`src/hw/ssdt_pkg.sv`:
```
/*
 Package for the slot switching delay timing block: modes, reference-clock
 periods, slot counts, FIFO depth and reset values.
 Assumes one 20 MHz clock and eight reference-clock periods per slot.
*/
package ssdt_pkg;
    // ==========================================================
    // frame geometry
    localparam int SSDT_SLOTS = 32;
    localparam int SSDT_SLOT_W = 5;
    localparam int SSDT_RCL_W = 3;
    localparam logic [2:0] SSDT_RCL_LAST = 3'h7;
    // ==========================================================
    // access periods of the internal reference clock
    localparam logic [2:0] SSDT_RCL_P0 = 3'h0;
    localparam logic [2:0] SSDT_RCL_P1 = 3'h1;
    localparam logic [2:0] SSDT_RCL_P3 = 3'h3;
    localparam logic [2:0] SSDT_RCL_P4 = 3'h4;
    localparam logic [2:0] SSDT_RCL_P5 = 3'h5;
    localparam logic [2:0] SSDT_RCL_P6 = 3'h6;
    localparam logic [2:0] SSDT_RCL_P7 = 3'h7;
    // ==========================================================
    // shift field values that move the subscriber frame later
    localparam logic [2:0] SSDT_SHIFT_LATE0 = 3'h0;
    localparam logic [2:0] SSDT_SHIFT_LATE1 = 3'h1;
    // ==========================================================
    // read-ahead distances, trigger slots and offsets in slots, per mode
    localparam logic [4:0] SSDT_DN_AHEAD0 = 5'h03;
    localparam logic [4:0] SSDT_DN_AHEAD1 = 5'h03;
    localparam logic [4:0] SSDT_DN_AHEAD2 = 5'h03;
    localparam logic [4:0] SSDT_DN_TRIG0 = 5'h01;
    localparam logic [4:0] SSDT_DN_TRIG1 = 5'h03;
    localparam logic [4:0] SSDT_DN_TRIG2 = 5'h07;
    localparam logic [4:0] SSDT_UP_TRIG0 = 5'h00;
    localparam logic [4:0] SSDT_UP_TRIG1 = 5'h01;
    localparam logic [4:0] SSDT_UP_TRIG2 = 5'h03;
    localparam logic [4:0] SSDT_UP_OFS0 = 5'h04;
    localparam logic [4:0] SSDT_UP_OFS1 = 5'h09;
    localparam logic [4:0] SSDT_UP_OFS2 = 5'h13;
    // ==========================================================
    // monitor/feature handler
    localparam int SSDT_MF_DEPTH = 16;
    localparam int SSDT_MF_AW = 4;
    localparam logic [4:0] SSDT_MF_CNT_RST = 5'h00;
    localparam logic [7:0] SSDT_BYTE_RST = 8'h00;
    localparam logic [7:0] SSDT_MF_IDLE_BYTE = 8'hFF;

    typedef enum logic [1:0] {
        SSDT_MODE0 = 2'h0,
        SSDT_MODE1 = 2'h1,
        SSDT_MODE2 = 2'h3
    } ssdt_mode_t;

    // gray along idle -> wait -> send/receive -> done
    typedef enum logic [1:0] {
        SSDT_MF_IDLE = 2'h0,
        SSDT_MF_WAIT = 2'h1,
        SSDT_MF_XFER = 2'h3,
        SSDT_MF_DONE = 2'h2
    } ssdt_mf_state_t;
endpackage

```
`src/hw/ssdt_mf_if.sv`:
```
/*
 Interface between the switch core and the monitor/feature handler.
 Assumes both ends share the core clock.
*/
`timescale 1ns/1ps
interface ssdt_mf_if;
    logic slot_hit;
    logic [7:0] rx_byte;
    logic [7:0] tx_byte;
    modport core (output slot_hit, output rx_byte, input tx_byte);
    modport handler (input slot_hit, input rx_byte, output tx_byte);
endinterface

```
`src/hw/ssdt_mf_handler.sv`:
```
/*
 Monitor/feature handler: 16-byte bidirectional FIFO and a small
 microprogram that exchanges one byte per frame with one subscriber slot.
 Assumes the core pulses slot_hit once per frame at the selected slot.
*/
`timescale 1ns/1ps
module ssdt_mf_handler
    import ssdt_pkg::*;
(
    // clock and reset
    input wire logic i_clk,
    input wire logic i_rst,
    // control
    input wire logic i_hs_mode,
    input wire logic i_start,
    // controller side
    input wire logic i_wr,
    input wire logic [7:0] i_wdata,
    input wire logic i_rd,
    output logic [7:0] o_rdata,
    output logic o_tx_full,
    output logic o_rx_empty,
    output logic o_busy,
    // core side
    ssdt_mf_if.handler mf
);
    // ==========================================================
    // storage: one tx and one rx FIFO, flip-flops
    logic [7:0] tx_mem_q [SSDT_MF_DEPTH], tx_mem_d [SSDT_MF_DEPTH];
    logic [7:0] rx_mem_q [SSDT_MF_DEPTH], rx_mem_d [SSDT_MF_DEPTH];
    logic [SSDT_MF_AW-1:0] tx_wp_q, tx_wp_d, tx_rp_q, tx_rp_d;
    logic [SSDT_MF_AW-1:0] rx_wp_q, rx_wp_d, rx_rp_q, rx_rp_d;
    logic [4:0] tx_cnt_q, tx_cnt_d, rx_cnt_q, rx_cnt_d;
    logic [7:0] tx_byte_q, tx_byte_d, rdata_q, rdata_d;
    ssdt_mf_state_t st_q, st_d;
    logic tx_pop, rx_push, tx_push, rx_pop;

    // ==========================================================
    // microprogram and FIFO control
    always_comb begin
        st_d = st_q;
        tx_mem_d = tx_mem_q;
        rx_mem_d = rx_mem_q;
        tx_wp_d = tx_wp_q;
        tx_rp_d = tx_rp_q;
        rx_wp_d = rx_wp_q;
        rx_rp_d = rx_rp_q;
        tx_byte_d = tx_byte_q;
        rdata_d = rdata_q;
        tx_push = i_wr && (tx_cnt_q != 5'(SSDT_MF_DEPTH));
        rx_pop = i_rd && (rx_cnt_q != SSDT_MF_CNT_RST);
        tx_pop = 1'b0;
        rx_push = 1'b0;
        case (st_q)
            SSDT_MF_IDLE: if (i_start) st_d = SSDT_MF_WAIT;
            SSDT_MF_WAIT: if (mf.slot_hit) st_d = SSDT_MF_XFER;
            SSDT_MF_XFER: begin
                // both modes drop the byte when rx is full; neither waits on room nor overwrites
                rx_push = (rx_cnt_q != 5'(SSDT_MF_DEPTH)) || !i_hs_mode;
                rx_push = rx_push && (rx_cnt_q != 5'(SSDT_MF_DEPTH));
                tx_pop = tx_cnt_q != SSDT_MF_CNT_RST;
                tx_byte_d = tx_pop ? tx_mem_q[tx_rp_q] : SSDT_MF_IDLE_BYTE;
                st_d = (tx_pop || i_hs_mode) ? SSDT_MF_WAIT : SSDT_MF_DONE;
                if (i_hs_mode && !tx_pop) st_d = SSDT_MF_DONE;
            end
            SSDT_MF_DONE: st_d = SSDT_MF_IDLE;
            default: st_d = SSDT_MF_IDLE;
        endcase
        if (tx_push) begin
            tx_mem_d[tx_wp_q] = i_wdata;
            tx_wp_d = tx_wp_q + 1'b1;
        end
        if (tx_pop) tx_rp_d = tx_rp_q + 1'b1;
        if (rx_push) begin
            rx_mem_d[rx_wp_q] = mf.rx_byte;
            rx_wp_d = rx_wp_q + 1'b1;
        end
        if (rx_pop) begin
            rdata_d = rx_mem_q[rx_rp_q];
            rx_rp_d = rx_rp_q + 1'b1;
        end
        tx_cnt_d = 5'(tx_cnt_q + {4'h0, tx_push} - {4'h0, tx_pop});
        rx_cnt_d = 5'(rx_cnt_q + {4'h0, rx_push} - {4'h0, rx_pop});
    end

    always_ff @(posedge i_clk or posedge i_rst) begin
        if (i_rst) begin
            st_q <= SSDT_MF_IDLE;
            for (int k = 0; k < SSDT_MF_DEPTH; k++) begin
                tx_mem_q[k] <= SSDT_BYTE_RST;
                rx_mem_q[k] <= SSDT_BYTE_RST;
            end
            tx_wp_q <= '0;
            tx_rp_q <= '0;
            rx_wp_q <= '0;
            rx_rp_q <= '0;
            tx_cnt_q <= SSDT_MF_CNT_RST;
            rx_cnt_q <= SSDT_MF_CNT_RST;
            tx_byte_q <= SSDT_MF_IDLE_BYTE;
            rdata_q <= SSDT_BYTE_RST;
        end else begin
            st_q <= st_d;
            tx_mem_q <= tx_mem_d;
            rx_mem_q <= rx_mem_d;
            tx_wp_q <= tx_wp_d;
            tx_rp_q <= tx_rp_d;
            rx_wp_q <= rx_wp_d;
            rx_rp_q <= rx_rp_d;
            tx_cnt_q <= tx_cnt_d;
            rx_cnt_q <= rx_cnt_d;
            tx_byte_q <= tx_byte_d;
            rdata_q <= rdata_d;
        end
    end

    assign mf.tx_byte = tx_byte_q;
    assign o_rdata = rdata_q;
    assign o_tx_full = tx_cnt_q == 5'(SSDT_MF_DEPTH);
    assign o_rx_empty = rx_cnt_q == SSDT_MF_CNT_RST;
    assign o_busy = st_q != SSDT_MF_IDLE;
endmodule

```
`src/hw/ssdt_switch.sv`:
```
/*
 Slot switch core: serial/parallel conversion on the PCM and subscriber
 ports, one-frame data buffers per direction, access in fixed reference-clock
 periods, frame-bit shift, preprocessed slots and the monitor/feature handler.
 Assumes both frames start together unless shifted, one bit per clock,
 eight clocks per slot (one reference-clock period per bit), 32 slots.
*/
`timescale 1ns/1ps
module ssdt_switch
    import ssdt_pkg::*;
(
    // clock and reset
    input wire logic i_clk,
    input wire logic i_rst,
    // configuration
    input wire logic [1:0] i_pcm_mode,
    input wire logic [1:0] i_sub_mode,
    input wire logic [2:0] i_pcm_shift,
    input wire logic [2:0] i_subscriber_data_shift_field,
    input wire logic i_pcm_sync,
    // connection memories: source slot per output slot
    input wire logic [SSDT_SLOTS*SSDT_SLOT_W-1:0] i_dn_map,
    input wire logic [SSDT_SLOTS*SSDT_SLOT_W-1:0] i_up_map,
    input wire logic [SSDT_SLOTS-1:0] i_prep_mask,
    // serial ports
    input wire logic i_pcm_rxd,
    output logic o_pcm_txd,
    input wire logic i_first_subscriber_upstream_input,
    output logic o_subscriber_downstream_output,
    // preprocessed slot exchange
    input wire logic [7:0] i_prep_tx,
    output logic [7:0] o_prep_rx,
    output logic o_prep_valid,
    // monitor/feature handler
    input wire logic [SSDT_SLOT_W-1:0] i_mf_slot,
    input wire logic i_mf_hs_mode,
    input wire logic i_mf_start,
    input wire logic i_mf_wr,
    input wire logic [7:0] i_mf_wdata,
    input wire logic i_mf_rd,
    output logic [7:0] o_mf_rdata,
    output logic o_mf_tx_full,
    output logic o_mf_rx_empty,
    output logic o_mf_busy
);
    // ==========================================================
    // frame counters, one per port; shift moves the access points
    logic [7:0] pcm_pos_q, pcm_pos_d, sub_pos_q, sub_pos_d;
    logic [7:0] pcm_load, sub_load;
    always_comb begin
        pcm_load = {5'h00, i_pcm_shift};
        // shift 000/001 puts the subscriber frame later, others earlier
        if (i_subscriber_data_shift_field == SSDT_SHIFT_LATE0 ||
            i_subscriber_data_shift_field == SSDT_SHIFT_LATE1) begin
            sub_load = 8'(8'h00 - {7'h00, i_subscriber_data_shift_field} - 8'h01);
        end else begin
            sub_load = {5'h00, i_subscriber_data_shift_field};
        end
        // losing sync parks the PCM counter so the next sync re-aligns
        pcm_pos_d = i_pcm_sync ? 8'(pcm_pos_q + 8'h01) : pcm_load;
        sub_pos_d = 8'(sub_pos_q + 8'h01);
    end
    always_ff @(posedge i_clk or posedge i_rst) begin
        if (i_rst) begin
            pcm_pos_q <= 8'h00;
            sub_pos_q <= 8'h00;
        end else begin
            pcm_pos_q <= pcm_pos_d;
            sub_pos_q <= sub_pos_d;
        end
    end
    logic [SSDT_SLOT_W-1:0] pcm_slot, sub_slot;
    logic [SSDT_RCL_W-1:0] pcm_rcl, sub_rcl;
    logic [7:0] sub_at;
    assign pcm_slot = pcm_pos_q[7:3];
    assign pcm_rcl = pcm_pos_q[2:0];
    // subscriber shift is an offset on its access points
    assign sub_at = 8'(sub_pos_q + sub_load);
    assign sub_slot = sub_at[7:3];
    assign sub_rcl = sub_at[2:0];

    // ==========================================================
    // group geometry per mode
    logic [4:0] pcm_grp_mask, dn_trig, up_trig, up_ofs;
    always_comb begin
        case (i_pcm_mode)
            SSDT_MODE0: begin
                pcm_grp_mask = 5'h01;
                up_trig = SSDT_UP_TRIG0;
                up_ofs = SSDT_UP_OFS0;
            end
            SSDT_MODE1: begin
                pcm_grp_mask = 5'h03;
                up_trig = SSDT_UP_TRIG1;
                up_ofs = SSDT_UP_OFS1;
            end
            default: begin
                pcm_grp_mask = 5'h07;
                up_trig = SSDT_UP_TRIG2;
                up_ofs = SSDT_UP_OFS2;
            end
        endcase
        case (i_sub_mode)
            SSDT_MODE0: dn_trig = SSDT_DN_TRIG0;
            SSDT_MODE1: dn_trig = SSDT_DN_TRIG1;
            default: dn_trig = SSDT_DN_TRIG2;
        endcase
    end

    // ==========================================================
    // serial to parallel on both inputs
    logic [7:0] pcm_sr_q, pcm_sr_d, sub_sr_q, sub_sr_d;
    logic [7:0] pcm_word_q, pcm_word_d, sub_word_q, sub_word_d;
    logic [7:0] sub_prev_q, sub_prev_d;
    logic [SSDT_SLOT_W-1:0] pcm_wslot_q, pcm_wslot_d, sub_wslot_q, sub_wslot_d;
    always_comb begin
        pcm_sr_d = {pcm_sr_q[6:0], i_pcm_rxd};
        sub_sr_d = {sub_sr_q[6:0], i_first_subscriber_upstream_input};
        pcm_word_d = pcm_word_q;
        sub_word_d = sub_word_q;
        sub_prev_d = sub_prev_q;
        pcm_wslot_d = pcm_wslot_q;
        sub_wslot_d = sub_wslot_q;
        if (pcm_rcl == SSDT_RCL_LAST) begin
            pcm_word_d = pcm_sr_d;
            pcm_wslot_d = pcm_slot;
        end
        if (sub_rcl == SSDT_RCL_LAST) begin
            sub_prev_d = sub_word_q;
            sub_word_d = sub_sr_d;
            sub_wslot_d = sub_slot;
        end
    end
    always_ff @(posedge i_clk or posedge i_rst) begin
        if (i_rst) begin
            pcm_sr_q <= SSDT_BYTE_RST;
            sub_sr_q <= SSDT_BYTE_RST;
            pcm_word_q <= SSDT_BYTE_RST;
            sub_word_q <= SSDT_BYTE_RST;
            sub_prev_q <= SSDT_BYTE_RST;
            pcm_wslot_q <= '0;
            sub_wslot_q <= '0;
        end else begin
            pcm_sr_q <= pcm_sr_d;
            sub_sr_q <= sub_sr_d;
            pcm_word_q <= pcm_word_d;
            sub_word_q <= sub_word_d;
            sub_prev_q <= sub_prev_d;
            pcm_wslot_q <= pcm_wslot_d;
            sub_wslot_q <= sub_wslot_d;
        end
    end

    // ==========================================================
    // access windows
    logic pcm_grp_start, dn_wr_en, sub_even, up_wr_en;
    logic dn_rd_en, up_rd_en, up_blk_start;
    assign pcm_grp_start = (pcm_slot & pcm_grp_mask) == 5'h00;
    // the group-start period is skipped for internal latency
    assign dn_wr_en = (pcm_rcl == SSDT_RCL_P0 || pcm_rcl == SSDT_RCL_P4 ||
                       pcm_rcl == SSDT_RCL_P7) &&
                      !(pcm_grp_start && pcm_rcl == SSDT_RCL_P0);
    assign sub_even = !sub_slot[0];
    assign up_wr_en = sub_even &&
                      (sub_rcl == SSDT_RCL_P1 || sub_rcl == SSDT_RCL_P3);
    // every odd slot closes a pair in all modes
    assign dn_rd_en = (sub_slot[0] == dn_trig[0]) &&
                      (sub_rcl == SSDT_RCL_P5 || sub_rcl == SSDT_RCL_P6);
    assign up_blk_start = ((pcm_slot & pcm_grp_mask) == 5'((up_trig + 5'h01) & pcm_grp_mask));
    assign up_rd_en = ((pcm_slot & pcm_grp_mask) == up_trig) &&
                      (pcm_rcl == SSDT_RCL_P0 || pcm_rcl == SSDT_RCL_P4 ||
                       pcm_rcl == SSDT_RCL_P7) &&
                      !(up_blk_start && pcm_rcl == SSDT_RCL_P0);

    // ==========================================================
    // one-frame data buffers, one per direction
    logic [7:0] dn_mem_q [SSDT_SLOTS], dn_mem_d [SSDT_SLOTS];
    logic [7:0] up_mem_q [SSDT_SLOTS], up_mem_d [SSDT_SLOTS];
    logic dn_pend_q, dn_pend_d;
    generate
        for (genvar g = 0; g < SSDT_SLOTS; g++) begin : g_mem
            // one word per slot, so a late read returns last frame data
            always_comb begin
                dn_mem_d[g] = dn_mem_q[g];
                up_mem_d[g] = up_mem_q[g];
                if (dn_pend_q && dn_wr_en && pcm_wslot_q == SSDT_SLOT_W'(g))
                    dn_mem_d[g] = pcm_word_q;
                // period 1 takes the even word of the pair, period 3 the odd one
                if (up_wr_en && sub_rcl == SSDT_RCL_P1 && sub_wslot_q == SSDT_SLOT_W'(g + 1))
                    up_mem_d[g] = sub_prev_q;
                if (up_wr_en && sub_rcl == SSDT_RCL_P3 && sub_wslot_q == SSDT_SLOT_W'(g))
                    up_mem_d[g] = sub_word_q;
            end
            always_ff @(posedge i_clk or posedge i_rst) begin
                if (i_rst) begin
                    dn_mem_q[g] <= SSDT_BYTE_RST;
                    up_mem_q[g] <= SSDT_BYTE_RST;
                end else begin
                    dn_mem_q[g] <= dn_mem_d[g];
                    up_mem_q[g] <= up_mem_d[g];
                end
            end
        end
    endgenerate
    always_comb begin
        dn_pend_d = dn_pend_q;
        if (pcm_rcl == SSDT_RCL_LAST) dn_pend_d = 1'b1;
        else if (dn_pend_q && dn_wr_en) dn_pend_d = 1'b0;
    end

    // ==========================================================
    // buffer reads: two fetches per window, staged per output slot
    logic [7:0] dn_out_q [SSDT_SLOTS], dn_out_d [SSDT_SLOTS];
    logic [7:0] up_out_q [SSDT_SLOTS], up_out_d [SSDT_SLOTS];
    logic [SSDT_SLOT_W-1:0] dn_tgt, up_tgt;
    logic [SSDT_SLOT_W-1:0] up_base, up_half, up_idx;
    logic step_dn, step_up;
    always_comb begin
        step_dn = sub_rcl == SSDT_RCL_P6;
        step_up = pcm_rcl == SSDT_RCL_P7;
        // even slot on the first step, odd on the second
        dn_tgt = SSDT_SLOT_W'(sub_slot + SSDT_DN_AHEAD0 + {4'h0, step_dn});
        up_base = SSDT_SLOT_W'((pcm_slot & ~pcm_grp_mask) + up_ofs - up_trig);
        up_half = 5'((pcm_grp_mask + 5'h01) >> 1);
        up_tgt = SSDT_SLOT_W'(up_base + (step_up ? up_half : 5'h00));
    end
    always_ff @(posedge i_clk or posedge i_rst) begin
        if (i_rst) begin
            dn_pend_q <= 1'b0;
            for (int k = 0; k < SSDT_SLOTS; k++) begin
                dn_out_q[k] <= SSDT_BYTE_RST;
                up_out_q[k] <= SSDT_BYTE_RST;
            end
        end else begin
            dn_pend_q <= dn_pend_d;
            dn_out_q <= dn_out_d;
            up_out_q <= up_out_d;
        end
    end
    always_comb begin
        dn_out_d = dn_out_q;
        up_out_d = up_out_q;
        up_idx = up_tgt;
        if (dn_rd_en && sub_rcl != SSDT_RCL_P5 || dn_rd_en && !step_dn)
            dn_out_d[dn_tgt] = dn_mem_q[i_dn_map[dn_tgt*SSDT_SLOT_W +: SSDT_SLOT_W]];
        // a half block is one to four slots, four lanes cover every mode
        for (int h = 0; h < 4; h++) begin
            up_idx = SSDT_SLOT_W'(up_tgt + 5'(h));
            if (up_rd_en && (pcm_rcl == SSDT_RCL_P4 || step_up) && 5'(h) < up_half)
                up_out_d[up_idx] = up_mem_q[i_up_map[up_idx*SSDT_SLOT_W +: SSDT_SLOT_W]];
        end
    end

    // ==========================================================
    // parallel to serial, preprocessed slots and handler hook
    logic [7:0] pcm_tsr_q, pcm_tsr_d, sub_tsr_q, sub_tsr_d;
    logic [7:0] prep_rx_q, prep_rx_d;
    logic prep_valid_q, prep_valid_d;
    ssdt_mf_if mf_bus ();
    assign mf_bus.rx_byte = sub_word_q;
    // handler serves only its one selected slot
    assign mf_bus.slot_hit = (sub_rcl == SSDT_RCL_P0) && (sub_wslot_q == i_mf_slot);
    always_comb begin
        pcm_tsr_d = {pcm_tsr_q[6:0], 1'b0};
        sub_tsr_d = {sub_tsr_q[6:0], 1'b0};
        prep_rx_d = prep_rx_q;
        prep_valid_d = 1'b0;
        if (pcm_rcl == SSDT_RCL_LAST)
            pcm_tsr_d = up_out_q[5'(pcm_slot + 5'h01)];
        if (sub_rcl == SSDT_RCL_LAST) begin
            sub_tsr_d = dn_out_q[5'(sub_slot + 5'h01)];
            if (i_prep_mask[5'(sub_slot + 5'h01)]) sub_tsr_d = i_prep_tx;
            if (5'(sub_slot + 5'h01) == i_mf_slot) sub_tsr_d = mf_bus.tx_byte;
        end
        if (sub_rcl == SSDT_RCL_P0 && i_prep_mask[sub_wslot_q]) begin
            prep_rx_d = sub_word_q;
            prep_valid_d = 1'b1;
        end
    end
    always_ff @(posedge i_clk or posedge i_rst) begin
        if (i_rst) begin
            pcm_tsr_q <= SSDT_BYTE_RST;
            sub_tsr_q <= SSDT_BYTE_RST;
            prep_rx_q <= SSDT_BYTE_RST;
            prep_valid_q <= 1'b0;
        end else begin
            pcm_tsr_q <= pcm_tsr_d;
            sub_tsr_q <= sub_tsr_d;
            prep_rx_q <= prep_rx_d;
            prep_valid_q <= prep_valid_d;
        end
    end
    assign o_pcm_txd = pcm_tsr_q[7];
    assign o_subscriber_downstream_output = sub_tsr_q[7];
    assign o_prep_rx = prep_rx_q;
    assign o_prep_valid = prep_valid_q;

    ssdt_mf_handler u_mf (
        .i_clk(i_clk),
        .i_rst(i_rst),
        .i_hs_mode(i_mf_hs_mode),
        .i_start(i_mf_start),
        .i_wr(i_mf_wr),
        .i_wdata(i_mf_wdata),
        .i_rd(i_mf_rd),
        .o_rdata(o_mf_rdata),
        .o_tx_full(o_mf_tx_full),
        .o_rx_empty(o_mf_rx_empty),
        .o_busy(o_mf_busy),
        .mf(mf_bus.handler)
    );
endmodule

```
`config.mk`:
```
export PLATFORM = sky130hd
export DESIGN_NAME = ssdt_switch
export DESIGN_NICKNAME = d
export VERILOG_FILES = /design/src/hw/ssdt_pkg.sv /design/src/hw/ssdt_mf_if.sv /design/src/hw/ssdt_mf_handler.sv /design/src/hw/ssdt_switch.sv
export SDC_FILE = /design/constraint.sdc
export NUM_CORES = 2
export LEC_CHECK = 0
export BUFFER_PORTS_ARGS = -buffer_cell sky130_fd_sc_hd__buf_4
export CAP_MARGIN = 15
export CORE_MARGIN = 5
export CORE_UTILIZATION = 45
export CTS_CLUSTER_DIAMETER = 80
export DETAILED_ROUTE_END_ITERATION = 12
export RECOVER_POWER = 50
export REMOVE_ABC_BUFFERS = 1
export SETUP_SLACK_MARGIN = 0.15
export SLEW_MARGIN = 25
export SYNTH_ARGS = -nofsm -noshare
export SYNTH_HDL_FRONTEND = slang
export SYNTH_SLANG_ARGS = --single-unit
```
`constraint.sdc`:
```
create_clock -name i_clk -period 93.4 [get_ports i_clk]
set_input_delay 4.67 -clock i_clk [delete_from_list [all_inputs] [get_ports i_clk]]
set_output_delay 4.67 -clock i_clk [all_outputs]
set_load 0.005 [all_outputs]
```
## Word level (Yosys, flattened, before mapping)

Index checks and enable logic that the tools add are counted.
Widths: inputs -> output; s select.

| word-level totals | value |
|---|---|
| flip-flop bits (word level) | 1414 |
| input port bits | 392 |
| logic and storage cells | 680 |
| output and inout bits | 22 |

| operators by class | value |
|---|---|
| reductions and logical operators | 187 |
| eq/ne operators | 85 |
| shift operators | 5 |
| multiplexer cells | 141 |
| add/sub/neg operators | 25 |
| multipliers | 5 |
| order comparisons | 29 |
| bitwise operators | 20 |

Operator list:

| operator | count |
|---|---|
| $bwmux 256 | 5 |
| $mux 256 | 4 |
| $shiftx 160x9->5 | 5 |
| $mux 8 | 96 |
| $bmux 8 s5 | 7 |
| $bwmux 128 | 2 |
| $demux 8 s5 | 5 |
| $eq 5x5->1 const B | 33 |
| $logic_and 1x1->1 | 126 |
| $eq 5x4->1 const B | 16 |
| $ge 6x6->1 const B | 12 |
| $not 5->6 | 12 |
| $reduce_bool 2->1 | 34 |
| $bmux 8 s4 | 2 |
| $demux 8 s4 | 2 |
| $eq 5x3->1 const B | 8 |
| $mul 5x3->8 const B | 5 |
| $lt 6x1->1 const B | 5 |
| $add 5x1->5 const B | 5 |
| $eq 5x2->1 const B | 4 |
| $eq 5x5->1 | 4 |
| $ge 5x5->1 const B | 4 |
| $logic_not 5->1 | 4 |
| $not 4->5 | 4 |
| 41 further kinds | 93 |

## Longest topological paths before layout

| logic depth | value |
|---|---|
| depth in word-level cells | 21 |
| depth in mapped cells | 30 |
| mapped depth without buffers | 20 |

## By module

A second synthesis with hierarchy kept.

| unflattened totals | value |
|---|---|
| cells, all modules | 8968 |
| area total of the unflattened synthesis | 91280.0 um^2 |

Modules (own cells, without submodules):

| module | cells an instance | instances | area each (um^2) | sequential area each (um^2) |
|---|---|---|---|---|
| ssdt_switch | 8011 | 1 | 77231.6 | 27876.7 |
| ssdt_mf_handler | 957 | 1 | 14048.5 | 7517.2 |

## Worst setup path before layout

OpenSTA, ideal clock, no wires.

| timing | value |
|---|---|
| path kind | input to register |
| start point | in i_pcm_mode[0] |
| end point | reg up_out_q[239] (netlist bit) |
| setup slack | 82.924 ns |
| buffers on the path | 6 |
| data arrival time | 10.301 ns |
| cell stages on the path | 26 |
| data required time | 93.225 ns |
| setup time | 0.175 ns |
| cells stage by stage | clkbuf_1 > nor2_1 > inv_1 > ha_1 > inv_1 > fa_1 > ha_1 > inv_1 > fa_1 > clkbuf_1 > clkbuf_1 > clkbuf_1 > nor2_1 > a221oi_1 > nor2_1 > o31a_1 > nor3_4 > buf_4 > mux2_2 > o211ai_1 > a21oi_1 > nor4_2 > buf_2 > a21oi_1 > nor3_1 > a221oi_1 |

RTL lines:

| element | line | text |
|---|---|---|
| from (decl) | ssdt_switch.sv:16 | `input wire logic [1:0] i_pcm_mode,` |
| to (signal assigned) | ssdt_switch.sv:237 | `up_out_q <= up_out_d;` |
| to (decl) | ssdt_switch.sv:214 | `logic [7:0] up_out_q [SSDT_SLOTS], up_out_d [SSDT_SLOTS];` |

==> summary.md <==
| Metric | Value |
|---|---|
| Status | finished with violations |
| Failing checks | max-capacitance violations, max-slew violations |
| Grt total ovfl | 0 |
| Deepest clock path buffer count | 3 |
| Largest net degree at the start of global routing | 185 |
| Drt first pass iters | 6 |
| GRT Total Usage | 33.8% |
| Synth async-reset ratio | 100% |
| Routed wire length | 357000 microns |
| Antenna-violating nets left | 0 |
| Synthesized area | 88700 sq um |
| RSZ-0062 raised after global routing | false |
| Final setup margin | 74.34 ns |
| Fmax | 52.5 MHz |
| Synth area leaders | dfrtp_1 40%, mux4_2 11%, mux2_2 8.2%, mux2i_1 5.4%, nand2_1 4.9% |
| Pwr/cell area | 32.2 nW/um^2 |
| Clk sink count | 1414 |
| Syn Area/Cell | 10.1 sq um |
| Synth Warn # | 0 |
| Vias per cell | 6.68 |
| Initial antenna violation count | 21 |
| Hold slack final | 0.365 ns |
| Power, Total | 3.22 mW |
| Wire length per cell | 30.7 microns |
| Slew Limit Fails | 1085 |
| Hold Vio Cnt, Final | 0 |
| CP Data Arrival Time | 17.81 ns |
| Vias after detailed routing | 77600 |
| GP Congestion | 1.02 |
| Worst-Margin Slew | 6.99 ns |
| Setup TNS | 0 ns |
| Drt initial violations | 9760 |
| Num CTS Buffers | 165 |
| Die W | 454 microns |
| Starting Density | 45.1% |
| Clk_skew | 0.0532 ns |
| GR Util met1 | 45.3% |
| DIE HEIGHT | 454 microns |
| Top_reg_cell synth | dfrtp_1 |
| Worst reg2reg path depth | 20 |
| Data required, critical path | 92.14 ns |
| Residual DRC | 0 |
| # port buffers | 410 |
| Die area | 206000 sq um |
| Peak supply drop | 0.0364 mV |
| Nets@finish | 9281 |
| Clk_lat worst skew | 0.84 ns |
| # Post-CTS Setup Buffers | 0 |
| Unique masters post-synth | 109 |
| Startpoint types | primary input |
| Placeable Area | 197000 sq um |
| Post-Place Worst Slack | 80.27 ns |
| Reg clk slew, reported paths | 0.06 ns |
| Setup-failing EPs final | 0 |
| Final min period | 19.06 ns |
| WHS Path Cells | 0 |
| Detailed-placement wirelength estimate | 242000 microns |
| Max cap viols | 19 |
| Min-delay worst type | reg -> reg |
| Share of the yosys chip area belonging to registers | 39.9% |
| CTS root buffer | clkbuf_16 |
| Leakage | 43.6 nW |
| Placed Area | 94100 sq um |
| Crit. End Element | async pin |
| Post-Syn Instances | 8820 |
| Most Crowded Layer GR | met2 |
| Rows | 163 |
| # IOs | 414 |
| EDFF count, synth | 0 |
| Leading area contributor after synthesis | dfrtp_1 |
| Final Cell Area | 99800 sq um |
| First-pass GRT wire length | 522000 microns |
| Post_cts resized | 0 |
| #FFs+latches synth | 1414 |
| Layout overhead on the synthesized area | 12.5% |
| Max-slew headroom | -366% |
| Crit share post-route | 20.4% |
| TritonCTS clock tree | done |
| WS Path Type | in -> async |
| Met2 Track Usage GR | 50.2% |
| Layout cells sized above 1 | 24.0% |
| H-tree depth | 4 |
| Met3 usage | 8.38% |
| Crit-path max FO | 141 |
| Post-CTS Hold Fix Bufs | 0 |
| Vias in the first global route | 74900 |
| Top-area cell type share of the netlist area | 39.7% |
power by group:
group          internal, mW  total, mW  switching [mW]
clock network         0.393      0.675           0.281
logic                 0.496       1.61            1.12
registers             0.763      0.930           0.167
total                  1.65       3.22            1.56
routing by layer:
metal	vias up	share of wire (%)	wire length [microns]
li1	33000	-	-
met4	10	6.7	24000
met5	-	0.019	68
met1	39100	40	141000
met2	4565	44	156000
met3	954	10	36200
cell usage after synthesis, types with 51 or more instances:
cell,n
clkbuf_1,501
a31oi_1,287
dfrtp_1,1406
buf_2,183
buf_1,60
a21oi_1,326
a22oi_1,231
nand2_1,1147
o22ai_1,56
nor2_1,938
mux2_2,643
ha_1,51
o21ai_0,328
o211ai_1,126
inv_1,109
a211oi_1,69
nand4_1,51
mux2i_1,480
nor3_1,154
and3_1,109
mux4_2,442
nand3_1,202
a221oi_1,255
cells by family (layout without fill, tap and decap cells):
logic type      Yosys count  count (layout)  synth area share (%)
xor+xnor                 76              76                 0.932
buf+inv                 913            1062                  4.51
simple gates           2811            2811                  13.7
other cells               0              10                     0
compound gates         1982            1982                  15.3
mux                    1568            1568                  24.9
flops                  1414            1414                  39.9
fa+ha+maj                56              56                 0.832
final timing paths:
kind | startpoint | end | slack (ns)
setup / recovery | i_rst | u_mf.tx_rp_q[0] | 74.34
hold / removal | pcm_sr_q[0] | pcm_sr_q[1] | 0.36
setup reg to reg | pcm_pos_q[0] | up_out_q[130] | 83.49
hold reg to reg | pcm_sr_q[0] | pcm_sr_q[1] | 0.36
max in group i_clk | i_pcm_mode[1] | up_out_q[163] | 79.85
min in group asynchronous | i_rst | dn_out_q[86] | 5.85
sequential cells by signal, indices dropped and copies added (netlist names), 8 cells and up:
| signal | flops |
|---|---|
| dn_mem_q | 256 |
| dn_out_q | 256 |
| mf_bus.rx_byte | 8 |
| o_prep_rx | 8 |
| pcm_pos_q | 8 |
| pcm_tsr_q | 8 |
| pcm_word_q | 8 |
| sub_pos_q | 8 |
| sub_prev_q | 8 |
| sub_tsr_q | 8 |
| u_mf.mf.tx_byte | 8 |
| u_mf.o_rdata | 8 |
| u_mf.rx_mem_q | 128 |
| u_mf.tx_mem_q | 128 |
| up_mem_q | 256 |
| up_out_q | 256 |
worst max-delay path: stages:
cell and delay (ns):
clkbuf_4 0.11, clkinvlp_2 3.49, clkbuf_1 2.24, clkbuf_1 2.26, clkbuf_1 4.78
stage by stage:
| stage | util (%) | std cells |
|---|---|---|
| 2_1_floorplan | - | 8019 |
| 3_3_place_gp | 47.8 | 11300 |
| 3_5_place_dp | 47.8 | 11300 |
| 4_1_cts | 50.7 | 11600 |
| 5_1_grt | 50.7 | 11600 |
| 6_report | 50.7 | 11600 |
final cells by class:
| class | instances | area, sq um |
|---|---|---|
| clock inverter | 57 | 846 |
| fill | 17700 | 97000 |
| inverter | 112 | 427 |
| tap | 2640 | 3300 |
| sequential | 1414 | 35400 |
| antenna | 10 | 25.0 |
| clock buffer | 246 | 4820 |
| timing repair buffer | 647 | 4770 |
| multi-input combinational | 6493 | 50200 |
cells in the final DEF (no fill, tap or decap), types with 20 or more instances in the layout:
cell	netlist	layout
clkbuf_16	0	167
and2_1	25	22
mux2_2	643	642
o21ai_1	24	24
a311oi_1	40	38
o31ai_1	36	34
a32oi_1	25	25
a31oi_1	287	287
a21oi_1	326	322
nand3_1	202	195
a21boi_0	36	36
clkinv_2	0	20
ha_1	51	47
nor3_1	154	148
and3_1	109	109
o21ai_0	328	327
a221oi_1	255	255
nand2b_1	33	33
mux2i_1	480	479
mux4_2	442	442
clkbuf_8	0	34
a211oi_1	69	68
o211ai_1	126	126
a22oi_1	231	231
xnor2_1	44	37
inv_1	109	107
dfrtp_1	1406	1389
nor2_2	2	30
nor2_1	938	908
nand2_1	1147	1145
clkbuf_1	501	81
o22ai_1	56	55
buf_4	27	589
nand4_1	51	51
Note: power is estimated with default switching activity, not from simulation.
